**src/inc/cmf_consts.svh**
```systemverilog
`ifndef CMF_CONSTS_SVH
`define CMF_CONSTS_SVH

// APB address regions, taken from paddr[11:8].
`define CMF_REGION_GLOBAL 4'h0
`define CMF_REGION_MBX    4'h1
`define CMF_REGION_FILTER 4'h2

// Global registers, by word index paddr[5:2].
`define CMF_G_PAGE 4'h0
`define CMF_G_TPR  4'h1
`define CMF_G_TSR  4'h2
`define CMF_G_MODE 4'h3

// Mailbox word indices, paddr[5:2]; the mailbox number is paddr[7:6].
`define CMF_W_CTRL  4'h0
`define CMF_W_DLC   4'h1
`define CMF_W_ID0   4'h2
`define CMF_W_ID1   4'h3
`define CMF_W_ID2   4'h4
`define CMF_W_ID3   4'h5
`define CMF_W_DATA0 4'h6
`define CMF_W_STLO  4'he
`define CMF_W_STHI  4'hf

// Mailbox control/status and length-register bit positions.
`define CMF_B_TX_ERROR_FLAG 5
`define CMF_B_ARB_LOST_FLAG 4
`define CMF_B_TX_SUCCESS_FLAG 3
`define CMF_B_REQUEST_COMPLETED_FLAG 2
`define CMF_B_ABORT_REQUEST 1
`define CMF_B_TRANSMIT_REQUEST 0
`define CMF_B_TGT  7

// Mode register bit positions.
`define CMF_B_TTM   0
`define CMF_B_IRQEN 1

// Filter configuration layout.
`define CMF_B_FACT_LO 0
`define CMF_B_FACT_HI 4
`define CMF_PAGE_CFG  2
`define CMF_NUM_CFCR  4

// Writable-bit masks; reserved bits read zero.
`define CMF_PAGE_MASK 8'h07
`define CMF_ID0_MASK  8'h7f
`define CMF_ID3_MASK  8'hfe
`define CMF_DLC_MASK  8'h8f
`define CMF_RESET8    8'h00

`endif

```
**src/inc/cmf_pkg.sv**
```systemverilog
package cmf_pkg;

  typedef enum logic [1:0] {
    CMF_RES_OK    = 2'h0,
    CMF_RES_ARB   = 2'h1,
    CMF_RES_ERR   = 2'h2,
    CMF_RES_ABORT = 2'h3
  } cmf_result_t;

  typedef struct packed {
    logic        valid;
    logic [1:0]  mbx;
    cmf_result_t kind;
  } cmf_tx_event_t;

  typedef struct packed {
    logic       valid;
    logic [1:0] mbx;
  } cmf_sof_t;

  typedef struct packed {
    logic       valid;
    logic [1:0] mbx;
    logic [3:0] word;
  } cmf_eng_rd_t;

  typedef struct packed {
    logic        valid;
    logic [7:0]  fmi;
    logic [31:0] ident;
    logic [7:0]  dlc;
    logic [63:0] data;
  } cmf_rx_msg_t;

endpackage

```
**src/hw/cmf_regs.sv**
```systemverilog
// The implementer's own choices: the APB register port and the register addresses.
`include "cmf_consts.svh"

// Overview of operation
// - Page selector 0..3 shows filter pairs, 4..7 shows filter configuration registers.
// - Software writes to the receive mailbox are always rejected.
// - Transmit mailbox accepts software writes, except to control, only while its empty flag is set.
// - Receive mailbox shows filter match index where transmit mailboxes show control.
// - Each attempt updates error flag bit 5; software clears it.
// - Each attempt updates arbitration-lost flag bit 4; software clears it.
// - Success flag bit 3 updated per attempt, mirrored in transmit status.
// - Request-completed bit 2 sets on completion; cleared by write one or request.
// - Clearing request-completed also clears success, arbitration-lost and error flags.
// - Abort bit set by software, ignored unless pending, cleared when empty.
// - Transmit request bit set by software, cleared when mailbox becomes empty.
// - Receive mailbox stores eight-bit index of the matching filter.
// - Identifier byte 0 holds type, frame type, identifier 10:6; bit 7 zero.
// - Identifier byte 1 holds identifier 5:0 and extended bits 17:16.
// - Identifier bytes 2 and 3 hold extended bits 15:8 and 6:0.
// - Length register protected while not empty; bits 6:4 read zero.
// - In time-triggered mode the global-time bit sends stamp as last bytes.
// - Four-bit length code gives number of data bytes.
// - Eight data bytes per mailbox, protected while mailbox not empty.
// - Start of frame captures sixteen-bit timer into stamp low and high.
// - Per-filter FIFO assignment bit selects receive FIFO 0 or 1.
// - Activation bit enables filter; bank registers change only while inactive.
// - Each configuration register packs two filters: assign, scale, activate fields.
// - With empty-interrupt enable set, completion flags raise the interrupt.
module cmf_regs #(
  parameter int NUM_TX = 3
) (
  input  wire logic                  pclk,
  input  wire logic                  presetn,
  input  wire logic                  psel,
  input  wire logic                  penable,
  input  wire logic                  pwrite,
  input  wire logic [11:0]           paddr,
  input  wire logic [31:0]           pwdata,
  output logic      [31:0]           prdata,
  output logic                       pready,
  output logic                       pslverr,
  input  wire cmf_pkg::cmf_tx_event_t tx_event,
  input  wire cmf_pkg::cmf_sof_t     sof_event,
  input  wire logic [15:0]           timer_value,
  input  wire cmf_pkg::cmf_rx_msg_t  rx_msg,
  input  wire cmf_pkg::cmf_eng_rd_t  eng_rd,
  output logic      [7:0]            eng_rd_data,
  output logic      [NUM_TX-1:0]     tx_pending,
  output logic      [NUM_TX-1:0]     tx_abort,
  output logic                       time_triggered_mode,
  output logic      [31:0]           filter_cfg,
  output logic                       tx_irq
);
  import cmf_pkg::*;

  localparam int NUM_MBX = NUM_TX + 1;
  localparam int RXI     = NUM_TX;

  // ------------------------------------------------------------------
  // Bus decode
  // ------------------------------------------------------------------
  logic        wr_fire;
  logic [3:0]  region;
  logic [1:0]  wr_mbx;
  logic [3:0]  wr_word;
  logic [7:0]  wr_byte;
  logic        mbx_mapped;

  assign wr_fire    = psel & penable & pready & pwrite;
  assign region     = paddr[11:8];
  assign wr_mbx     = paddr[7:6];
  assign wr_word    = paddr[5:2];
  assign wr_byte    = pwdata[7:0];
  assign mbx_mapped = (int'(wr_mbx) < NUM_MBX);

  // ------------------------------------------------------------------
  // State
  // ------------------------------------------------------------------
  logic [7:0]              filter_page_sel_reg;
  logic                    irq_en_reg;
  logic [7:0]              rx_fmi_reg;
  logic [NUM_TX-1:0]       transmit_request_reg;
  logic [NUM_TX-1:0]       abort_request_reg;
  logic [NUM_TX-1:0]       request_completed_flag_reg;
  logic [NUM_TX-1:0]       tx_success_flag_reg;
  logic [NUM_TX-1:0]       arb_lost_flag_reg;
  logic [NUM_TX-1:0]       tx_error_flag_reg;
  logic [`CMF_NUM_CFCR-1:0][7:0] cfcr_reg;
  logic [7:0]              mbx_mem [NUM_MBX][16];
  logic [7:0]              flt_mem [64];
  logic [3:0]              transmit_request_all;
  logic [3:0]              abort_request_all;
  logic [3:0]              request_completed_flag_all;
  logic [3:0]              tx_success_flag_all;
  logic [3:0]              arb_lost_flag_all;
  logic [3:0]              tx_error_flag_all;

  assign transmit_request_all = 4'(transmit_request_reg);
  assign abort_request_all = 4'(abort_request_reg);
  assign request_completed_flag_all = 4'(request_completed_flag_reg);
  assign tx_success_flag_all = 4'(tx_success_flag_reg);
  assign arb_lost_flag_all = 4'(arb_lost_flag_reg);
  assign tx_error_flag_all = 4'(tx_error_flag_reg);

  // ------------------------------------------------------------------
  // APB handshake: one wait state, answer registered
  // ------------------------------------------------------------------
  logic [7:0] rd_next;
  logic       err_next;

  always_ff @(posedge pclk or negedge presetn) begin
    if (!presetn) begin
      pready  <= 1'b0;
      prdata  <= 32'h0000_0000;
      pslverr <= 1'b0;
    end else begin
      pready  <= psel & penable & ~pready;
      pslverr <= psel & penable & ~pready & err_next;
      if (psel & penable & ~pready & ~pwrite) begin
        prdata <= {24'h00_0000, rd_next};
      end
    end
  end

  // ------------------------------------------------------------------
  // Read mux
  // ------------------------------------------------------------------
  always_comb begin
    rd_next  = `CMF_RESET8;
    err_next = 1'b0;
    case (region)
      `CMF_REGION_GLOBAL: begin
        case (wr_word)
          `CMF_G_PAGE: rd_next = filter_page_sel_reg;
          `CMF_G_TPR:  rd_next = {4'h0, ~transmit_request_all & 4'(~NUM_TX'(0))};
          `CMF_G_TSR:  rd_next = {tx_success_flag_all, request_completed_flag_all};
          `CMF_G_MODE: rd_next = {6'h00, irq_en_reg, time_triggered_mode};
          default:     err_next = 1'b1;
        endcase
      end
      `CMF_REGION_MBX: begin
        if (!mbx_mapped) begin
          err_next = 1'b1;
        end else if (wr_word == `CMF_W_CTRL) begin
          if (int'(wr_mbx) == RXI) begin
            rd_next = rx_fmi_reg;
          end else begin
            rd_next = {2'b00, tx_error_flag_all[wr_mbx], arb_lost_flag_all[wr_mbx], tx_success_flag_all[wr_mbx],
                       request_completed_flag_all[wr_mbx], abort_request_all[wr_mbx], transmit_request_all[wr_mbx]};
          end
        end else begin
          rd_next = mbx_mem[wr_mbx][wr_word];
        end
      end
      `CMF_REGION_FILTER: begin
        if (filter_page_sel_reg[`CMF_PAGE_CFG]) begin
          rd_next = (wr_word < 4'(`CMF_NUM_CFCR)) ? cfcr_reg[wr_word[1:0]] : `CMF_RESET8;
        end else begin
          rd_next = flt_mem[{filter_page_sel_reg[1:0], wr_word}];
        end
      end
      default: err_next = 1'b1;
    endcase
  end

  // ------------------------------------------------------------------
  // Global registers
  // ------------------------------------------------------------------
  always_ff @(posedge pclk or negedge presetn) begin
    if (!presetn) begin
      filter_page_sel_reg <= `CMF_RESET8;
      time_triggered_mode <= 1'b0;
      irq_en_reg          <= 1'b0;
    end else if (wr_fire && region == `CMF_REGION_GLOBAL) begin
      if (wr_word == `CMF_G_PAGE) begin
        filter_page_sel_reg <= wr_byte & `CMF_PAGE_MASK;
      end
      if (wr_word == `CMF_G_MODE) begin
        time_triggered_mode <= wr_byte[`CMF_B_TTM];
        irq_en_reg          <= wr_byte[`CMF_B_IRQEN];
      end
    end
  end

  always_ff @(posedge pclk or negedge presetn) begin
    if (!presetn) begin
      tx_irq <= 1'b0;
    end else begin
      tx_irq <= irq_en_reg & (|request_completed_flag_reg);
    end
  end

  // ------------------------------------------------------------------
  // Transmit mailbox control/status, one copy per mailbox
  // ------------------------------------------------------------------
  genvar m;
  generate
    for (m = 0; m < NUM_TX; m++) begin : g_tx
      logic ctrl_wr;
      logic ev;
      logic done;
      logic new_req;
      logic sw_clr;

      assign ctrl_wr = wr_fire && region == `CMF_REGION_MBX && int'(wr_mbx) == m
                       && wr_word == `CMF_W_CTRL;
      assign ev      = tx_event.valid && int'(tx_event.mbx) == m;
      assign done    = ev && (tx_event.kind == CMF_RES_OK || tx_event.kind == CMF_RES_ABORT);
      assign new_req = ctrl_wr && wr_byte[`CMF_B_TRANSMIT_REQUEST] && !transmit_request_reg[m];
      assign sw_clr  = (ctrl_wr && wr_byte[`CMF_B_REQUEST_COMPLETED_FLAG]) || new_req;

      always_ff @(posedge pclk or negedge presetn) begin
        if (!presetn) begin
          transmit_request_reg[m] <= 1'b0;
        end else if (done) begin
          transmit_request_reg[m] <= 1'b0;
        end else if (new_req) begin
          transmit_request_reg[m] <= 1'b1;
        end
      end

      always_ff @(posedge pclk or negedge presetn) begin
        if (!presetn) begin
          abort_request_reg[m] <= 1'b0;
        end else if (done) begin
          abort_request_reg[m] <= 1'b0;
        end else if (ctrl_wr && wr_byte[`CMF_B_ABORT_REQUEST] && transmit_request_reg[m]) begin
          abort_request_reg[m] <= 1'b1;
        end
      end

      always_ff @(posedge pclk or negedge presetn) begin
        if (!presetn) begin
          request_completed_flag_reg[m] <= 1'b0;
        end else if (done) begin
          request_completed_flag_reg[m] <= 1'b1;
        end else if (sw_clr) begin
          request_completed_flag_reg[m] <= 1'b0;
        end
      end

      // attempt result, cleared with completion flag
      always_ff @(posedge pclk or negedge presetn) begin
        if (!presetn) begin
          tx_success_flag_reg[m] <= 1'b0;
          arb_lost_flag_reg[m] <= 1'b0;
          tx_error_flag_reg[m] <= 1'b0;
        end else if (ev && tx_event.kind != CMF_RES_ABORT) begin
          tx_success_flag_reg[m] <= (tx_event.kind == CMF_RES_OK);
          arb_lost_flag_reg[m] <= (tx_event.kind == CMF_RES_ARB);
          tx_error_flag_reg[m] <= (tx_event.kind == CMF_RES_ERR);
        end else if (sw_clr && !done) begin
          tx_success_flag_reg[m] <= 1'b0;
          arb_lost_flag_reg[m] <= 1'b0;
          tx_error_flag_reg[m] <= 1'b0;
        end
      end
    end
  endgenerate

  assign tx_pending = transmit_request_reg;
  assign tx_abort   = abort_request_reg;

  // ------------------------------------------------------------------
  // Mailbox storage
  // ------------------------------------------------------------------
  logic mem_wr_ok;

  assign mem_wr_ok = wr_fire && region == `CMF_REGION_MBX && wr_word != `CMF_W_CTRL
                     && int'(wr_mbx) < NUM_TX && !transmit_request_all[wr_mbx];

  always_ff @(posedge pclk or negedge presetn) begin
    if (!presetn) begin
      rx_fmi_reg <= `CMF_RESET8;
    end else if (rx_msg.valid) begin
      rx_fmi_reg <= rx_msg.fmi;
    end
  end

  always_ff @(posedge pclk) begin
    if (rx_msg.valid) begin
      mbx_mem[RXI][`CMF_W_DLC] <= rx_msg.dlc & `CMF_DLC_MASK;
      mbx_mem[RXI][`CMF_W_ID0] <= rx_msg.ident[31:24] & `CMF_ID0_MASK;
      mbx_mem[RXI][`CMF_W_ID1] <= rx_msg.ident[23:16];
      mbx_mem[RXI][`CMF_W_ID2] <= rx_msg.ident[15:8];
      mbx_mem[RXI][`CMF_W_ID3] <= rx_msg.ident[7:0] & `CMF_ID3_MASK;
      for (int k = 0; k < 8; k++) begin
        mbx_mem[RXI][4'(`CMF_W_DATA0 + k)] <= rx_msg.data[8*k +: 8];
      end
    end
    if (mem_wr_ok) begin
      case (wr_word)
        `CMF_W_DLC: mbx_mem[wr_mbx][wr_word] <= wr_byte & `CMF_DLC_MASK;
        `CMF_W_ID0: mbx_mem[wr_mbx][wr_word] <= wr_byte & `CMF_ID0_MASK;
        `CMF_W_ID3: mbx_mem[wr_mbx][wr_word] <= wr_byte & `CMF_ID3_MASK;
        default:    mbx_mem[wr_mbx][wr_word] <= wr_byte;
      endcase
    end
    // stamp capture at start of frame
    if (sof_event.valid && int'(sof_event.mbx) < NUM_MBX) begin
      mbx_mem[sof_event.mbx][`CMF_W_STLO] <= timer_value[7:0];
      mbx_mem[sof_event.mbx][`CMF_W_STHI] <= timer_value[15:8];
    end
  end

  // ------------------------------------------------------------------
  // Engine read port
  // ------------------------------------------------------------------
  logic [7:0] eng_next;
  logic [3:0] eng_dlc;
  logic [3:0] eng_idx;
  logic       eng_tgt;

  always_comb begin
    eng_dlc  = mbx_mem[eng_rd.mbx][`CMF_W_DLC][3:0];
    eng_tgt  = mbx_mem[eng_rd.mbx][`CMF_W_DLC][`CMF_B_TGT] & time_triggered_mode;
    eng_idx  = eng_rd.word - `CMF_W_DATA0;
    eng_next = mbx_mem[eng_rd.mbx][eng_rd.word];
    // stamp replaces the last two data bytes
    if (eng_tgt && eng_rd.word >= `CMF_W_DATA0 && eng_rd.word < `CMF_W_STLO
        && eng_dlc >= 4'h2) begin
      if (eng_idx == eng_dlc - 4'h2) begin
        eng_next = mbx_mem[eng_rd.mbx][`CMF_W_STLO];
      end else if (eng_idx == eng_dlc - 4'h1) begin
        eng_next = mbx_mem[eng_rd.mbx][`CMF_W_STHI];
      end
    end
  end

  always_ff @(posedge pclk or negedge presetn) begin
    if (!presetn) begin
      eng_rd_data <= `CMF_RESET8;
    end else if (eng_rd.valid && int'(eng_rd.mbx) < NUM_MBX) begin
      eng_rd_data <= eng_next;
    end
  end

  // ------------------------------------------------------------------
  // Filter configuration and banks
  // ------------------------------------------------------------------
  logic [2:0] flt_idx;
  logic       flt_active;

  assign flt_idx    = {filter_page_sel_reg[1:0], wr_word[3]};
  assign flt_active = flt_idx[0] ? cfcr_reg[flt_idx[2:1]][`CMF_B_FACT_HI]
                                 : cfcr_reg[flt_idx[2:1]][`CMF_B_FACT_LO];

  always_ff @(posedge pclk or negedge presetn) begin
    if (!presetn) begin
      cfcr_reg <= '0;
    end else if (wr_fire && region == `CMF_REGION_FILTER
                 && filter_page_sel_reg[`CMF_PAGE_CFG]
                 && wr_word < 4'(`CMF_NUM_CFCR)) begin
      cfcr_reg[wr_word[1:0]] <= wr_byte;
    end
  end

  assign filter_cfg = cfcr_reg;

  always_ff @(posedge pclk) begin
    if (wr_fire && region == `CMF_REGION_FILTER
        && !filter_page_sel_reg[`CMF_PAGE_CFG] && !flt_active) begin
      flt_mem[{filter_page_sel_reg[1:0], wr_word}] <= wr_byte;
    end
  end

  // ------------------------------------------------------------------
  // Assertions
  // ------------------------------------------------------------------
  property p_page_write;
    @(posedge pclk) disable iff (!presetn)
    (wr_fire && region == `CMF_REGION_GLOBAL && wr_word == `CMF_G_PAGE)
      |=> filter_page_sel_reg == ($past(pwdata[7:0]) & `CMF_PAGE_MASK);
  endproperty
  a_page_write: assert property (p_page_write) else $error("page select not stored");

  property p_tx_protect;
    @(posedge pclk) disable iff (!presetn)
    (wr_fire && region == `CMF_REGION_MBX && int'(wr_mbx) < NUM_TX
     && wr_word == `CMF_W_DATA0 && transmit_request_all[wr_mbx])
      |=> mbx_mem[$past(wr_mbx)][`CMF_W_DATA0] == $past(mbx_mem[wr_mbx][`CMF_W_DATA0]);
  endproperty
  a_tx_protect: assert property (p_tx_protect) else $error("pending mailbox written");

  property p_rx_protect;
    @(posedge pclk) disable iff (!presetn)
    (wr_fire && region == `CMF_REGION_MBX && int'(wr_mbx) == RXI
     && wr_word == `CMF_W_DATA0 && !rx_msg.valid)
      |=> mbx_mem[RXI][`CMF_W_DATA0] == $past(mbx_mem[RXI][`CMF_W_DATA0]);
  endproperty
  a_rx_protect: assert property (p_rx_protect) else $error("receive mailbox written");

  property p_done_sets;
    @(posedge pclk) disable iff (!presetn)
    (tx_event.valid && tx_event.mbx == 2'h0 && tx_event.kind == CMF_RES_OK)
      |=> request_completed_flag_reg[0] && !transmit_request_reg[0] && tx_success_flag_reg[0] ##1 (request_completed_flag_reg[0] || $past(g_tx[0].sw_clr));
  endproperty
  a_done_sets: assert property (p_done_sets) else $error("completion not recorded");

  property p_abort_ignored;
    @(posedge pclk) disable iff (!presetn)
    (g_tx[0].ctrl_wr && pwdata[`CMF_B_ABORT_REQUEST] && !transmit_request_reg[0]) |=> !abort_request_reg[0];
  endproperty
  a_abort_ignored: assert property (p_abort_ignored) else $error("abort took effect idle");

  property p_req_clears;
    @(posedge pclk) disable iff (!presetn)
    (transmit_request_reg[0] && tx_event.valid && tx_event.mbx == 2'h0
     && tx_event.kind == CMF_RES_ABORT) |=> !transmit_request_reg[0] && !abort_request_reg[0];
  endproperty
  a_req_clears: assert property (p_req_clears) else $error("request not cleared");

  property p_clear_all;
    @(posedge pclk) disable iff (!presetn)
    (g_tx[0].sw_clr && !(tx_event.valid && tx_event.mbx == 2'h0))
      |=> !request_completed_flag_reg[0] && !tx_success_flag_reg[0] && !arb_lost_flag_reg[0] && !tx_error_flag_reg[0];
  endproperty
  a_clear_all: assert property (p_clear_all) else $error("status not cleared");

  property p_arb_lost;
    @(posedge pclk) disable iff (!presetn)
    (tx_event.valid && tx_event.mbx == 2'h0 && tx_event.kind == CMF_RES_ARB)
      |=> arb_lost_flag_reg[0] && !tx_success_flag_reg[0] && !tx_error_flag_reg[0] && transmit_request_reg[0] == $past(transmit_request_reg[0]);
  endproperty
  a_arb_lost: assert property (p_arb_lost) else $error("arbitration loss not flagged");

  property p_bus_error;
    @(posedge pclk) disable iff (!presetn)
    (tx_event.valid && tx_event.mbx == 2'h0 && tx_event.kind == CMF_RES_ERR)
      |=> tx_error_flag_reg[0] && !arb_lost_flag_reg[0] && !tx_success_flag_reg[0];
  endproperty
  a_bus_error: assert property (p_bus_error) else $error("bus error not flagged");

  property p_stamp;
    @(posedge pclk) disable iff (!presetn)
    (sof_event.valid && sof_event.mbx == 2'h0)
      |=> {mbx_mem[0][`CMF_W_STHI], mbx_mem[0][`CMF_W_STLO]} == $past(timer_value);
  endproperty
  a_stamp: assert property (p_stamp) else $error("time stamp not captured");

endmodule

```
**config.mk**
```make
export PLATFORM = sky130hd
export DESIGN_NAME = cmf_regs
export DESIGN_NICKNAME = d
export VERILOG_FILES = /design/src/inc/cmf_pkg.sv /design/src/hw/cmf_regs.sv
export VERILOG_INCLUDE_DIRS = /design/src /design/src/inc
export SDC_FILE = /design/constraint.sdc
export NUM_CORES = 1
export LEC_CHECK = 0
export BUFFER_PORTS_ARGS = -buffer_cell sky130_fd_sc_hd__buf_4
export CAP_MARGIN = 20
export CORE_UTILIZATION = 55
export CTS_CLUSTER_DIAMETER = 100
export DETAILED_ROUTE_END_ITERATION = 8
export PLACE_DENSITY = 0.73
export SETUP_SLACK_MARGIN = 0.4
export SYNTH_ARGS = -nofsm -noshare
export SYNTH_HDL_FRONTEND = slang
export SYNTH_SLANG_ARGS = --single-unit
export TNS_END_PERCENT = 5
```
**constraint.sdc**
```tcl
create_clock -name pclk -period 3.59 [get_ports pclk]
set_input_delay 0.718 -clock pclk [delete_from_list [all_inputs] [get_ports pclk]]
set_output_delay 0.718 -clock pclk [all_outputs]
set_load 0.05 [all_outputs]
```
==> results.py <==
metrics = {
    "outcome": {
        "outcome": "completed",
    },
    "floorplanning": {
        "die_h_um": 303,
        "core.rowCount": 110,
        "dieArea_um2": 92100,
        "io_pins": 275,
        "core_um2": 90000,
        "initial_core_util": 0.555,
        "die_w_um": 303,
    },
    "critical_path": {
        "critical_path_arrival_ps": 3360,
        "cp.required_ps": 4010,
        "reg2reg_slack_ps": 650,
        "r2r_end": "flt_mem[43][7]",
        "worstRegToRegCells": 7,
        "critPathKind": "flip-flop to flip-flop",
        "r2r_start": "filter_page_sel_reg[0]",
        "crit_path_max_fanout": 16,
        "startpoint_type": "flip-flop",
        "end_kind": "flip-flop",
    },
    "timing": {
        "hold_viol": 0,
        "worst_pin_slew_ps": 934,
        "relSlewSlack": 0.377,
        "rsz0062_at_grt": "false",
        "slew_violations": 0,
        "min_period_ps": 2940,
        "period_share": 0.819,
        "skew_ps": 29.6,
        "clock.fmax_mhz": 340,
        "setup_viol": 0,
    },
    "global_routing": {
        "grt_max_degree": 80,
        "grt_pass1_wl_um": 211000,
        "overflow": 0,
        "grt_pass1_vias": 30400,
        "antenna_found_initial": 3,
        "grt.total_usage": 0.326,
    },
    "logic_synthesis": {
        "synth-async-reset-ratio": 0.0741,
        "synth_edf_count": 1024,
        "syn_inst": 2899,
        "synth.area.mux_share": 0.211,
        "syn_area_per_cell_um2": 17.2,
        "seq_area_frac_synth": 0.656,
        "synth_compound_area_frac": 0.0398,
        "yosysUniqueCellTypes": 75,
        "synth_ff_type": "edfxtp_1",
        "synth_xor_xnor_area_share": 0.00213,
        "ys_ff_latch": 1106,
        "synth_top_family_by_area": "multiplexers",
        "syn_area_um2": 50000,
        "ys_warn_count": 0,
        "synthAdderAreaFrac": 0.00225,
        "synth-simple-area-share": 0.0534,
    },
    "power": {
        "p_sw_mw": 6.74,
        "power.leakage_nw": 19.8,
        "intPower_mw": 22.1,
        "power_density_nw_per_um2": 498,
        "combPwrFrac": 0.085,
        "clock_power_share": 0.414,
        "p_sw_frac": 0.234,
        "seq_power_share": 0.501,
        "peakVddDrop_mv": 0.465,
    },
    "job": {
        "drv_cap": 0,
    },
    "place": {
        "dp.cells": 4318,
        "place_congestion": 1.03,
        "dpl_cell_area_um2": 54200,
        "hpwl_um": 104000,
        "portBuffers": 219,
    },
    "clock_tree": {
        "ctsResizeCount": 0,
        "clkSlewWorstSetupHoldPaths_ps": 60,
        "post_cts.repair.setup_buffers": 0,
        "cts_hold_buf": 0,
        "cts_root_buf": "clkbuf_16",
        "clock_path_buffers": 3,
        "clock_latency_ps": 720,
        "cts_tree": "done",
        "numClockSinks": 1106,
        "htreeDepth": 3,
        "cts_buffers": 113,
    },
    "hold_path": {
        "min_path_type": "primary input to asynchronous set/reset pin",
    },
    "routing": {
        "routed-via-count": 30400,
        "vias_per_cell": 6.71,
        "drtIter0Drc": 4364,
        "antenna_left": 0,
        "drt-total-wl_um": 149000,
        "first_pass_iters": 6,
        "drc": 0,
        "wire_per_inst_um": 32.8,
    },
    "layout": {
        "area_growth_pct": 16.0,
        "antenna_cells": 0,
        "fin_nets": 3459,
        "stdcell_count": 4531,
        "final_area_um2": 58000,
        "drive_gt1_frac": 0.344,
    },
}
-- cell usage after synthesis, types with 16 or more instances --
| library cell | instances | area [um^2] |
|---|---|---|
| mux4_2 | 403 | 9080 |
| a22o_1 | 16 | 140 |
| nor2b_1 | 26 | 163 |
| clkbuf_1 | 205 | 769 |
| a21oi_1 | 27 | 135 |
| mux2_2 | 49 | 552 |
| nand3_1 | 43 | 215 |
| buf_2 | 46 | 230 |
| nor3_1 | 19 | 95.1 |
| nand2_1 | 214 | 803 |
| buf_6 | 16 | 180 |
| buf_4 | 56 | 420 |
| o21ai_0 | 38 | 190 |
| a221oi_1 | 19 | 166 |
| dfrtp_1 | 82 | 2050 |
| and2_1 | 24 | 150 |
| o22ai_1 | 23 | 144 |
| edfxtp_1 | 1024 | 30700 |
| a31oi_1 | 23 | 144 |
| nor2_1 | 181 | 679 |
| buf_1 | 22 | 82.6 |
| a211oi_1 | 21 | 158 |
| mux2i_1 | 81 | 811 |
| o21ai_1 | 22 | 110 |
| a22oi_1 | 28 | 210 |
-- per-layer routing --
layer | wire, um | vias up | global-route usage | part of all wire
li1 | - | 12300 | - | -
met1 | 51400 | 15600 | 0.430 | 0.35
met2 | 72500 | 2133 | 0.528 | 0.49
met3 | 17100 | 358 | 0.0698 | 0.12
met4 | 7420 | 2 | 0.139 | 0.050
met5 | 13 | - | 0 | 0.000088
-- layout by cell type (no fill, tap or decap), drive strengths merged, types with 9 or more instances in the layout --
| cell | instances |
|---|---|
| nor3 | 20 |
| a211oi | 21 |
| o22ai | 23 |
| nand4 | 10 |
| buf | 507 |
| clkinv | 57 |
| mux2i | 81 |
| a22oi | 29 |
| ha | 9 |
| a21oi | 27 |
| dfrtp | 82 |
| nor2 | 182 |
| nor2b | 26 |
| edfxtp | 1024 |
| and2 | 24 |
| nor4 | 11 |
| nand2 | 214 |
| inv | 19 |
| a31oi | 23 |
| mux2 | 58 |
| mux4 | 403 |
| a22o | 16 |
| bufinv | 13 |
| o221ai | 11 |
| nand2b | 13 |
| o21ai | 60 |
| clkbuf | 136 |
| nand3 | 43 |
| a221oi | 19 |
| conb | 82 |
-- cell families after synthesis --
| logic type | after synthesis |
|---|---|
| other cells | 1 |
| mux | 542 |
| xor+xnor | 9 |
| flops | 1106 |
| simple gates | 586 |
| buf+inv | 361 |
| fa+ha+maj | 9 |
| compound gates | 285 |
-- final cells by class --
cell class	instances	area (um^2)
flip-flops and latches	1106	32800
fillers	6202	32100
multi-input cells	1513	15700
repair buffers	508	4110
clock buffers	135	2960
well taps	1176	1470
clock inverters	78	817
inverters	15	56.3
-- critical path, cell delays in order (launching register included) --
cell and delay, ps:
dfrtp_1 490, mux4_2 570, mux2_2 280, nor4_1 230, buf_4 210, nand2_1 370
nor2_1 260, buf_4 230
-- power by group through the flow --
| stage | clock, mW | combinational [mW] | sequential (mW) |
|---|---|---|---|
| floorplan | 0 | 1.36 | 14.7 |
| global placement | 0 | 2.35 | 14.7 |
| detailed placement | 0 | 2.39 | 14.7 |
| CTS | 12.1 | 2.40 | 14.5 |
| global route | 12.6 | 2.52 | 14.5 |
| finish | 12.0 | 2.44 | 14.5 |
-- worst max-delay path by stage --
stage                                 startpoint              to  slack, ps  cells past startpoint
after floorplan                         paddr[5]  flt_mem[51][0]        340                      7
after global placement                 eng_rd[4]  eng_rd_data[4]        -50                      9
after detailed placement               eng_rd[4]  eng_rd_data[4]        -40                      9
after CTS                 filter_page_sel_reg[0]  flt_mem[35][3]        660                      7
after global routing             mbx_mem[3][114]  eng_rd_data[2]        540                      9
final                     filter_page_sel_reg[0]  flt_mem[43][7]        650                      7
-- metrics by stage --
stage                     hold slack, ps  setup TNS [ps]  power [mW]  worst slack (ps)  utilization
final                               77.6               0        28.9               650        0.644
after CTS                           72.5               0        28.9               655        0.644
after detailed placement             493           -40.5        17.1             -40.5        0.602
after global routing                 106               0        29.6               544        0.644
after global placement               479           -49.9        17.1             -49.9        0.602
after floorplan                      422               0        16.0               336            -
Note: power is estimated with default switching activity, not from simulation.
